## config.mk

```make
export PLATFORM = sky130hd
export DESIGN_NAME = ffc_fir_ctrl
export DESIGN_NICKNAME = d
export VERILOG_FILES = /design/src/common/ffc_pkg.sv /design/src/common/ffc_cell_if.sv /design/src/rtl/ffc_cells.sv /design/src/rtl/ffc_fir_ctrl.sv
export SDC_FILE = /design/constraint.sdc
export NUM_CORES = 2
export LEC_CHECK = 0
export ABC_CLOCK_PERIOD_IN_PS = 29200
export BUFFER_PORTS_ARGS = -buffer_cell sky130_fd_sc_hd__buf_2
export CAP_MARGIN = 20
export CORE_MARGIN = 2
export CORE_UTILIZATION = 65
export CTS_CLUSTER_SIZE = 20
export DETAILED_ROUTE_END_ITERATION = 6
export PLACE_DENSITY = 0.82
export SYNTH_ARGS = -nofsm -noshare
export SYNTH_HDL_FRONTEND = slang
export SYNTH_SLANG_ARGS = --single-unit
```

## constraint.sdc

```tcl
create_clock -name CORE_CLK -period 29.2 [get_ports CORE_CLK]
set_input_delay 1.46 -clock CORE_CLK [delete_from_list [all_inputs] [get_ports CORE_CLK]]
set_output_delay 1.46 -clock CORE_CLK [all_outputs]
set_load 0.02 [all_outputs]
```

## src/common/ffc_pkg.sv

```systemverilog
package ffc_pkg;
	localparam int CELL_COUNT = 8;
	localparam int RES_W = 26;
	localparam int COEF_W = 9;
	localparam int SEL_W = 3;
	localparam int DCM_W = 2;
	localparam int MAX_DECIM = 3;
	localparam int BUF_DROP = 8;
	localparam int RES_HIGH_LSB = 16;
	localparam int APB_AW = 12;
	localparam int APB_DW = 32;

	localparam logic [APB_AW-1:0] CTRL_OFS = 12'h000;
	localparam logic [APB_AW-1:0] SAMPLE_OFS = 12'h004;
	localparam logic [APB_AW-1:0] RESULT_OFS = 12'h008;

	localparam int CTRL_DCM_LSB = 0;
	localparam int CTRL_SEL_LSB = 2;
	localparam int CTRL_SHIFT_ADD_SELECT_BIT = 5;
	localparam int CTRL_REGCLR_N_BIT = 6;
	localparam int CTRL_ACCCLR_N_BIT = 7;
	localparam int CTRL_HIGH_EN_N_BIT = 8;
	localparam int CTRL_LOW_EN_N_BIT = 9;
	localparam int SAMPLE_COEF_LSB = 0;
	localparam int SAMPLE_DATA_LSB = 16;

	localparam logic [APB_DW-1:0] CTRL_RESET = 32'h0000_03c0;
	localparam logic [APB_DW-1:0] SAMPLE_RESET = 32'h0000_0000;

	typedef enum logic [1:0] {
		DECIM_NONE = 2'b00,
		DECIM_ONE = 2'b01,
		DECIM_TWO = 2'b10,
		DECIM_THREE = 2'b11
	} ffc_decim_e;

	typedef enum logic [1:0] {
		APB_IDLE = 2'b00,
		APB_ANSWER = 2'b01
	} ffc_apb_e;
endpackage

```

## src/common/ffc_cell_if.sv

```systemverilog
interface ffc_cell_if;
	logic [ffc_pkg::DCM_W-1:0] decim;
	logic [ffc_pkg::SEL_W-1:0] sel;
	logic clr_regs;
	logic clr_one;
	logic clr_all;
	logic [ffc_pkg::COEF_W-1:0] coef;
	logic [ffc_pkg::COEF_W-1:0] data;
	logic [ffc_pkg::RES_W-1:0] acc_read;

	modport ctl (
		output decim, sel, clr_regs, clr_one, clr_all, coef, data,
		input acc_read
	);
	modport cells (
		input decim, sel, clr_regs, clr_one, clr_all, coef, data,
		output acc_read
	);
endinterface

```

## src/rtl/ffc_cells.sv

```systemverilog
module ffc_cells (
	input wire logic clk,
	input wire logic rst,
	ffc_cell_if.cells bus
);
	import ffc_pkg::*;

	logic signed [COEF_W-1:0] x_reg;
	logic [COEF_W-1:0] c_reg [CELL_COUNT];
	logic [MAX_DECIM-1:0][COEF_W-1:0] d_reg [CELL_COUNT];
	logic [COEF_W-1:0] cout [CELL_COUNT+1];
	logic [RES_W-1:0] acc [CELL_COUNT];

	assign cout[0] = bus.coef;
	assign bus.acc_read = acc[bus.sel];

	always_ff @(posedge clk or posedge rst) begin
		if (rst)
			x_reg <= '0;
		else if (bus.clr_regs)
			x_reg <= '0;
		else
			x_reg <= bus.data;
	end

	genvar i;
	generate
		for (i = 0; i < CELL_COUNT; i++) begin : g_cell
			logic signed [2*COEF_W-1:0] prod;
			logic [RES_W-1:0] prod_ext;

			always_ff @(posedge clk or posedge rst) begin
				if (rst) begin
					c_reg[i] <= '0;
					d_reg[i] <= '0;
				end else if (bus.clr_regs) begin
					c_reg[i] <= '0;
					d_reg[i] <= '0;
				end else begin
					c_reg[i] <= cout[i];
					d_reg[i] <= {d_reg[i][MAX_DECIM-2:0], c_reg[i]};
				end
			end

			// Each decimation register stretches the hop by one clock
			always_comb begin
				case (bus.decim)
					DECIM_NONE: cout[i+1] = c_reg[i];
					DECIM_ONE: cout[i+1] = d_reg[i][0];
					DECIM_TWO: cout[i+1] = d_reg[i][1];
					DECIM_THREE: cout[i+1] = d_reg[i][2];
					default: cout[i+1] = c_reg[i];
				endcase
			end

			assign prod = $signed(c_reg[i]) * x_reg;
			assign prod_ext = RES_W'(prod);

			always_ff @(posedge clk or posedge rst) begin
				if (rst)
					acc[i] <= '0;
				else if (bus.clr_all)
					acc[i] <= '0;
				else if (bus.clr_one && bus.sel == SEL_W'(i))
					acc[i] <= '0;
				else
					acc[i] <= acc[i] + prod_ext;
			end

			if (i < CELL_COUNT - 1) begin : g_step

			end
		end
	endgenerate
endmodule // ffc_cells

```

## src/rtl/ffc_fir_ctrl.sv

```systemverilog
// Summary of operation
// - Coefficients hop cell to cell each clock, slower per decimation register.
// - Decimation select is registered, acting one clock later.
// - Result carries addressed accumulator or output-stage adder result, by shift-add.
// - High enable low drives result bits 16-25, otherwise they float.
// - Low enable low drives result bits 0-15, otherwise they float.
// - Cell select picks the accumulator read, added, or singly cleared.
// - Cell select is registered, acting one clock later.
// - Repeated selection keeps showing the value captured on its first clock.
// - Shift-add select is registered, acting one clock later.
// - Register clear low zeroes every internal register except accumulators.
// - Register clear is registered, acting one clock after the level.
// - Accumulator clear low zeroes only the selected cell's accumulator.
// - Both clears low zero all accumulators and all other registers.
// - Decimation codes 00..11 select zero to three decimation registers.
// - Both clears low take effect at the second edge after onset.
// - Output mux shows cell only if shift-add low now and before.
//
// Added by the designer: the address map and the APB register port.
module ffc_fir_ctrl (
	input wire logic CORE_CLK,
	input wire logic RESET,
	input wire logic PSEL,
	input wire logic PENABLE,
	input wire logic PWRITE,
	input wire logic [ffc_pkg::APB_AW-1:0] PADDR,
	input wire logic [ffc_pkg::APB_DW-1:0] PWDATA,
	output logic [ffc_pkg::APB_DW-1:0] PRDATA,
	output logic PREADY,
	output logic PSLVERR,
	output logic [ffc_pkg::RES_W-1:0] RESULT_BUS,
	output logic RESULT_HIGH_OE,
	output logic RESULT_LOW_OE
);
	import ffc_pkg::*;

	ffc_cell_if cell_bus ();

	ffc_apb_e apb_state;
	logic access;
	logic wr_commit;
	logic [APB_DW-1:0] rd_word;

	logic [DCM_W-1:0] decimation_select;
	logic [SEL_W-1:0] cell_select;
	logic shift_add_select;
	logic register_clear_n;
	logic accumulator_clear_n;
	logic result_high_enable_n;
	logic result_low_enable_n;
	logic [COEF_W-1:0] coef_word;
	logic [COEF_W-1:0] data_word;

	logic [DCM_W-1:0] decim_q;
	logic [SEL_W-1:0] sel_q;
	logic shift_add_select_q;
	logic reg_clear_n_q;
	logic acc_clear_n_q;

	logic shift_add_select_prev;
	logic [SEL_W-1:0] sel_prev;
	logic sel_seen;
	logic new_sel;
	logic [RES_W-1:0] captured;
	logic [RES_W-1:0] out_buf;
	logic [RES_W-1:0] shift_term;
	logic [RES_W-1:0] next_out_buf;
	logic [RES_W-1:0] next_result;
	logic clr_regs;

	function automatic logic reg_hit(input logic [APB_AW-1:0] addr);
		reg_hit = (addr == CTRL_OFS) || (addr == SAMPLE_OFS) ||
			(addr == RESULT_OFS);
	endfunction

	assign access = PSEL && PENABLE;
	assign wr_commit = access && PREADY && PWRITE;

	// One wait state: ready rises one clock into the access phase
	always_ff @(posedge CORE_CLK or posedge RESET) begin
		if (RESET) begin
			apb_state <= APB_IDLE;
			PREADY <= 1'b0;
			PSLVERR <= 1'b0;
			PRDATA <= '0;
		end else begin
			case (apb_state)
				APB_IDLE: begin
					if (access) begin
						apb_state <= APB_ANSWER;
						PREADY <= 1'b1;
						PSLVERR <= !reg_hit(PADDR);
						PRDATA <= PWRITE ? '0 : rd_word;
					end
				end
				APB_ANSWER: begin
					apb_state <= APB_IDLE;
					PREADY <= 1'b0;
					PSLVERR <= 1'b0;
					PRDATA <= '0;
				end
				default: begin
					apb_state <= APB_IDLE;
					PREADY <= 1'b0;
					PSLVERR <= 1'b0;
					PRDATA <= '0;
				end
			endcase
		end
	end

	always_comb begin
		rd_word = '0;
		if (reg_hit(PADDR)) begin
			case (PADDR)
				CTRL_OFS: begin
					rd_word[CTRL_DCM_LSB +: DCM_W] = decimation_select;
					rd_word[CTRL_SEL_LSB +: SEL_W] = cell_select;
					rd_word[CTRL_SHIFT_ADD_SELECT_BIT] = shift_add_select;
					rd_word[CTRL_REGCLR_N_BIT] = register_clear_n;
					rd_word[CTRL_ACCCLR_N_BIT] = accumulator_clear_n;
					rd_word[CTRL_HIGH_EN_N_BIT] = result_high_enable_n;
					rd_word[CTRL_LOW_EN_N_BIT] = result_low_enable_n;
				end
				SAMPLE_OFS: begin
					rd_word[SAMPLE_COEF_LSB +: COEF_W] = coef_word;
					rd_word[SAMPLE_DATA_LSB +: COEF_W] = data_word;
				end
				RESULT_OFS: rd_word[RES_W-1:0] = RESULT_BUS;
				default: rd_word = '0;
			endcase
		end
	end

	// Control word: software plays the system controller's pins
	always_ff @(posedge CORE_CLK or posedge RESET) begin
		if (RESET) begin
			decimation_select <= CTRL_RESET[CTRL_DCM_LSB +: DCM_W];
			cell_select <= CTRL_RESET[CTRL_SEL_LSB +: SEL_W];
			shift_add_select <= CTRL_RESET[CTRL_SHIFT_ADD_SELECT_BIT];
			register_clear_n <= CTRL_RESET[CTRL_REGCLR_N_BIT];
			accumulator_clear_n <= CTRL_RESET[CTRL_ACCCLR_N_BIT];
			result_high_enable_n <= CTRL_RESET[CTRL_HIGH_EN_N_BIT];
			result_low_enable_n <= CTRL_RESET[CTRL_LOW_EN_N_BIT];
			RESULT_HIGH_OE <= !CTRL_RESET[CTRL_HIGH_EN_N_BIT];
			RESULT_LOW_OE <= !CTRL_RESET[CTRL_LOW_EN_N_BIT];
		end else if (wr_commit && PADDR == CTRL_OFS) begin
			decimation_select <= PWDATA[CTRL_DCM_LSB +: DCM_W];
			cell_select <= PWDATA[CTRL_SEL_LSB +: SEL_W];
			shift_add_select <= PWDATA[CTRL_SHIFT_ADD_SELECT_BIT];
			register_clear_n <= PWDATA[CTRL_REGCLR_N_BIT];
			accumulator_clear_n <= PWDATA[CTRL_ACCCLR_N_BIT];
			result_high_enable_n <= PWDATA[CTRL_HIGH_EN_N_BIT];
			result_low_enable_n <= PWDATA[CTRL_LOW_EN_N_BIT];
			// Enables bypass the control pipeline so drivers switch at once
			RESULT_HIGH_OE <= !PWDATA[CTRL_HIGH_EN_N_BIT];
			RESULT_LOW_OE <= !PWDATA[CTRL_LOW_EN_N_BIT];
		end
	end

	always_ff @(posedge CORE_CLK or posedge RESET) begin
		if (RESET) begin
			coef_word <= SAMPLE_RESET[SAMPLE_COEF_LSB +: COEF_W];
			data_word <= SAMPLE_RESET[SAMPLE_DATA_LSB +: COEF_W];
		end else if (wr_commit && PADDR == SAMPLE_OFS) begin
			coef_word <= PWDATA[SAMPLE_COEF_LSB +: COEF_W];
			data_word <= PWDATA[SAMPLE_DATA_LSB +: COEF_W];
		end
	end

	// Input latches: every control except the output enables acts one clock after it is presented
	always_ff @(posedge CORE_CLK or posedge RESET) begin
		if (RESET) begin
			decim_q <= DECIM_NONE;
			sel_q <= '0;
			shift_add_select_q <= 1'b0;
			reg_clear_n_q <= 1'b1;
			acc_clear_n_q <= 1'b1;
		end else begin
			decim_q <= decimation_select;
			sel_q <= cell_select;
			shift_add_select_q <= shift_add_select;
			reg_clear_n_q <= register_clear_n;
			acc_clear_n_q <= accumulator_clear_n;
		end
	end

	assign clr_regs = !reg_clear_n_q;
	assign cell_bus.decim = decim_q;
	assign cell_bus.sel = sel_q;
	assign cell_bus.clr_regs = clr_regs;
	assign cell_bus.clr_all = clr_regs && !acc_clear_n_q;
	assign cell_bus.clr_one = !clr_regs && !acc_clear_n_q;
	assign cell_bus.coef = coef_word;
	assign cell_bus.data = data_word;

	ffc_cells u_cells (
		.clk(CORE_CLK),
		.rst(RESET),
		.bus(cell_bus)
	);

	// Only the eighteen upper buffer bits feed back; the low eight are lost
	assign shift_term = shift_add_select_q ?
		{{BUF_DROP{out_buf[RES_W-1]}}, out_buf[RES_W-1:BUF_DROP]} : '0;
	assign next_out_buf = cell_bus.acc_read + shift_term;
	assign new_sel = !sel_seen || (sel_q != sel_prev);
	assign next_result = (!shift_add_select_q && !shift_add_select_prev) ? captured : out_buf;

	always_ff @(posedge CORE_CLK or posedge RESET) begin
		if (RESET) begin
			out_buf <= '0;
			shift_add_select_prev <= 1'b0;
		end else if (clr_regs) begin
			out_buf <= '0;
			shift_add_select_prev <= 1'b0;
		end else begin
			out_buf <= next_out_buf;
			shift_add_select_prev <= shift_add_select_q;
		end
	end

	// Holding the first value lets slow memories read one address at leisure
	always_ff @(posedge CORE_CLK or posedge RESET) begin
		if (RESET) begin
			captured <= '0;
			sel_prev <= '0;
			sel_seen <= 1'b0;
		end else if (clr_regs) begin
			captured <= '0;
			sel_prev <= '0;
			sel_seen <= 1'b0;
		end else begin
			if (new_sel)
				captured <= cell_bus.acc_read;
			sel_prev <= sel_q;
			sel_seen <= 1'b1;
		end
	end

	always_ff @(posedge CORE_CLK or posedge RESET) begin
		if (RESET)
			RESULT_BUS <= '0;
		else if (clr_regs)
			RESULT_BUS <= '0;
		else
			RESULT_BUS <= next_result;
	end
endmodule // ffc_fir_ctrl

```

Word-level counts from Yosys, hierarchy flattened

Cells that the tools add are included.

Flip-flop bits (word level): 635
Input bits: 49
Output and inout bits: 62
Word-level logic and storage cells: 195

$add $sub $neg: 9
$mul: 8
Magnitude comparators: 1
Equality and inequality tests: 15
Mux-type cells: 66
Bitwise gates (word level): 1
Reductions and logical operators: 31

Operator list:

| kind                                                                   | number |
|---|---|
| 26-bit 2-to-1 mux                                                      | 25 |
| 9-bit case mux with 4 select lines                                     | 7 |
| 26-bit adder                                                           | 9 |
| 27-bit 2-to-1 mux                                                      | 7 |
| 9-bit by 9-bit multiplier with 18-bit output                           | 8 |
| 32-bit 2-to-1 mux                                                      | 3 |
| 9-bit 2-to-1 mux                                                       | 9 |
| 26-bit binary-select mux with 3-bit select                             | 1 |
| 9-bit case mux with 3 select lines                                     | 1 |
| 9-bit case mux with 2 select lines                                     | 1 |
| 1-bit logical AND                                                      | 16 |
| 12-bit by 3-bit equality test with 1-bit output, second input constant | 1 |
| 12-bit by 4-bit equality test with 1-bit output, second input constant | 1 |
| 3-bit equality test, second input constant                             | 4 |
| 12-bit logical NOT                                                     | 1 |
| 1-bit logical NOT                                                      | 8 |
| 1-bit 2-to-1 mux                                                       | 7 |
| 3-bit by 2-bit equality test with 1-bit output, second input constant  | 2 |
| 6-bit 2-to-1 mux                                                       | 1 |
| 2-bit equality test, second input constant                             | 2 |
| 4-bit >= comparator, second input constant                             | 1 |
| 2-bit logical NOT                                                      | 2 |
| 2-bit 2-to-1 mux                                                       | 2 |
| 3-bit inverter with 4-bit output                                       | 1 |
| other kinds (9)                                                        | 11 |

Depth between registers and ports, before layout

Depth in word-level cells: 7
Depth in mapped cells: 30
Gate-level depth less buffers: 27

Cells and area by module

Synthesis repeated with hierarchy kept, for this count alone.

Cell total of the unflattened synthesis: 5,834
Area, all modules: 58,223.3 um^2

Modules (own cells, without submodules):

| module       | times used | cells each | area each (um^2) |
|---|---|---|---|
| ffc_cells    | 1          | 5,089      | 51,060.2 |
| ffc_fir_ctrl | 1          | 745        | 7,163.1 |

Worst setup path after synthesis

OpenSTA, ideal clock, no wires.

Kind: flip-flop to flip-flop
Start point: reg u_cells.x_reg[8]
End point: reg u_cells.acc[206] (netlist name)
Library setup time: 0.132 ns
Arrival: 7.195 ns
Data required time: 29.068 ns
Slack: 21.873 ns
Cell stages (with the launch flop): 25
Buffers on the path: 2
Cells stage by stage: dfrtp_1 > clkbuf_1 > clkbuf_1 > nand2b_1 > fa_1 > fa_1 > inv_1 > fa_1 > fa_1 > fa_1 > ha_1 > o21a_1 > o31a_1 > o41a_1 > a41oi_1 > a21oi_1 > xnor2_2 > ha_1 > and2_1 > a221o_1 > a2111oi_0 > o31ai_1 > o31ai_1 > xor2_1 > nor2_1

Longest elaborated chain between the ends: 4

Ends and longest elaborated chain:

| what                                         | line            | source |
|---|---|---|
| from (decl)                                  | ffc_cells.sv:8  | `logic signed [COEF_W-1:0] x_reg;` |
| from (signal assigned)                       | ffc_cells.sv:23 | `x_reg <= bus.data;` |
| 9-bit by 9-bit multiplier with 18-bit output | ffc_cells.sv:56 | `assign prod = $signed(c_reg[i]) * x_reg;` |
| 26-bit adder                                 | ffc_cells.sv:67 | `acc[i] <= acc[i] + prod_ext;` |
| 26-bit 2-to-1 mux                            | ffc_cells.sv:64 | `else if (bus.clr_one && bus.sel == SEL_W'(i))` |
| 26-bit 2-to-1 mux                            | ffc_cells.sv:62 | `else if (bus.clr_all)` |
| to (signal, indexed assignment)              | ffc_cells.sv:67 |  |
| to (decl)                                    | ffc_cells.sv:12 | `logic [RES_W-1:0] acc [CELL_COUNT];` |

No other way between the ends.
A chain may end at the register's enable or synchronous reset.

Final worst setup path

Start point: reg u_cells.x_reg[1]
End point: reg u_cells.acc[206] (netlist name)

Same word-level chain as after synthesis.

==> results.toml <==
[outcome]
outcome = "complete, no violations"

[critical_path]
reg2reg_from = "u_cells.x_reg[1]"
endpoint_kind = "flop"
worstPathCellList = "buf_4, nand2_1, fa_1, inv_1, fa_1, fa_1, fa_1, fa_1, ha_1, o21a_1, o31a_1, o41a_1, a41oi_1, a21oi_1, xnor2_2, ha_1, and2_1, a221o_1, a2111oi_0, o31ai_1, o31ai_1, xor2_1, nor2_1"
critical_path_arrival_ns = 9.48
critPathBufInv = 2
rrSetupSlack_ns = 20.24
path_delay_family = "adder cells"
critPathKind = "reg -> reg"
rr_endpoint = "u_cells.acc[206]"
slowest_delay_ns = 0.74
required_ns = 29.72
slowest_stage = "dfrtp_2"
path_common_cell = "fa_1"
ff2ff_path_depth = 23
worstPathMaxFanout = 54
cp-start-kind = "flop"

[finish]
fillCellCount = 6360
layout-drive-gt1-share = 0.0823
final_net_count = 6989
utilization = 0.695
seq_area_um2 = 15700
largest_reg_flops = 208
syn_to_final_growth_pct = 6.42
design_area_um2 = 62200
instances_no_fill = 7067
multi_input_area_um2 = 39400

[placed_design]
post-place-ws_ns = 20.47
hpwl_um = 112000
numPortBuffers = 91
placed_cell_area_um2 = 59800
gp_congestion = 0.981
dpl.cell_count = 6932

[clock_network]
clockBufferDepth = 3
post_cts_buffers = 0
cts_max_level = 3
tritoncts = "done"
root_buffer = "clkbuf_16"
cts.sinks = 627
cts_resized = 0
clk_latency_ns = 0.67
path_clk_slew_ns = 0.06
ctsHoldBuffers = 0
cts_buffers = 73

[power]
sw_frac_of_total = 0.228
clkPwrFrac = 0.511
power_frac_comb = 0.014
power.leakage_nw = 32.1
p_sw_mw = 0.417
fin_total_pwr_mw = 1.83
seq_power_share = 0.475
irDropWorstVdd_mv = 0.0391
powerDensity_nw_per_um2 = 29.4
p_int_mw = 1.41

[grt]
first_global_vias = 44442
grt_max_degree = 254
grt_use_met3 = 0.0765
grt_use_total = 0.329
grt_pass1_wl_um = 240000
overflow = 0
gr-usage-met2 = 0.526
gr-usage-met1 = 0.432
antenna_found_initial = 8
grt_busiest_layer = "met2"

[hold_path]
hold_class = "reg -> reg"
worstHoldPathCells = 0
worstHoldStart = "register_clear_n"
hold_path_end = "reg_clear_n_q"

[synth]
synth_area_leaders = "dfrtp_1, fa_1, ha_1"
synth-edff-count = 0
ys_types = 88
syn_inst = 5889
ys_ff_latch = 627
seq_area_frac_synth = 0.268
ys_async_sr_fraction = 1.00
ys.flop_type = "dfrtp_1"
netlist_area_um2 = 58500
yosysWarnings = 0
synth_area_leader_cell = "dfrtp_1"
post-synth-top-area-fraction = 0.266
avgSynthCellArea_um2 = 9.93

[floorplanning]
core_um2 = 89600
fp.dieW_um = 304
die_area_um2 = 92400
start_util = 0.653
rows = 110
die_h_um = 304
io_pins = 111

[detailed_routing]
wire_per_inst_um = 21.0
drcViolationCount = 0
drt_wl_total_um = 148000
ant_nets = 0
drtPass1Iterations = 6
drt-initial-drc-count = 3593
vias_per_cell = 6.10
num_vias = 43094

[timing]
timing.final.ws_setup_ns = 20.24
hold_viol = 0
skew_ns = 0.0517
worstMarginPinSlew_ns = 1.18
hold_slack_ns = 0.377
rsz0062_at_grt = "no"
max_freq_ghz = 0.112
slew_viol_final = 0
setup_viol = 0
fin_tns_setup_ns = 0
timing.slew.headroom = 0.209
period_share = 0.307
fin_crit_ns = 8.96

[flow_run]
maxCapViolCount = 0
worst max path at each step:
stage,from,end,cells past startpoint
after detailed placement,u_cells.x_reg[1],u_cells.acc[206],23
after CTS,u_cells.x_reg[1],u_cells.acc[206],23
after global placement,u_cells.x_reg[5],u_cells.acc[99],23
after floorplan,RESET,PRDATA[0],1
after global routing,u_cells.x_reg[7],u_cells.acc[206],23
final,u_cells.x_reg[1],u_cells.acc[206],23
cells in the final DEF, fill, tap and decap left out, types with 29 or more instances in the layout:
cell       Yosys  layout
inv_1        647     646
dfrtp_1      621     608
and2_1       576     576
fa_1         569     569
nand2_1      562     562
ha_1         537     537
nor2_1       327     326
a21oi_1      230     226
xnor2_1      211     211
o21ai_0      170     170
nor2b_1      115     115
mux4_2       115     115
nor3_1       102     101
buf_2          5      91
xor2_1        80      80
a21o_1        77      77
clkbuf_16      0      73
o21a_1        70      70
mux2_2        62      62
nand3_1       59      59
a211oi_1      44      44
nand2b_1      44      44
buf_4          6      42
a31oi_1       31      31
o21bai_1      29      29
routing by layer:
metal | vias to the layer above | wire length, um
li1 | 19316 | -
met1 | 21716 | 58000
met2 | 1699 | 69400
met3 | 357 | 13700
met4 | 6 | 7250
met5 | - | 40
final cells by class:
cell class / count / area share
Multi-Input combinational cell: 4349 / 0.632
Sequential cell: 627 / 0.253
Inverter: 647 / 0.0391
Clock buffer: 109 / 0.0338
Tap cell: 1176 / 0.0236
Timing Repair Buffer: 136 / 0.0132
Clock inverter: 22 / 0.00523
Antenna cell: 1 / 0.0000402
cell families (layout without fill, tap and decap cells):
kind of cell,count (synthesis),after routing,share of synthesized area
fa+ha+maj,1106,1106,0.310
simple gates,1921,1921,0.165
xor+xnor,299,299,0.0466
mux,194,194,0.0592
other cells,1,7,0.0000641
compound gates,823,823,0.0914
flops,627,627,0.268
buf+inv,918,914,0.0594
Yosys cell counts, types with 8 or more instances:
master	number
or2_2	19
xor2_1	80
or3_1	27
and3_1	28
nand4_1	14
and2_1	576
fa_1	569
mux4_2	115
nand2_1	562
a211oi_1	44
clkbuf_1	236
mux2_2	62
buf_1	24
nor4_1	8
inv_1	647
xnor2_1	211
nand2b_1	44
ha_1	537
a21oi_1	230
nor2b_1	115
o41ai_1	8
nor3_1	102
a31oi_1	31
dfrtp_1	621
a22oi_1	10
o21ai_0	170
o211ai_1	21
a22o_1	10
nor2_1	327
nand3_1	59
mux2i_1	16
o21bai_1	29
o31a_1	23
a21o_1	77
o21a_1	70
o31ai_1	20
power groups by stage:
stage	sequential [mW]	combinational (mW)	clock, mW
3_5_place_dp	0.885	0.0260	0
2_1_floorplan	0.886	0.0162	0
6_report	0.870	0.0254	0.934
3_3_place_gp	0.885	0.0257	0
4_1_cts	0.870	0.0261	0.943
5_1_grt	0.869	0.0295	0.979
Power figures use the tool's default switching activity.
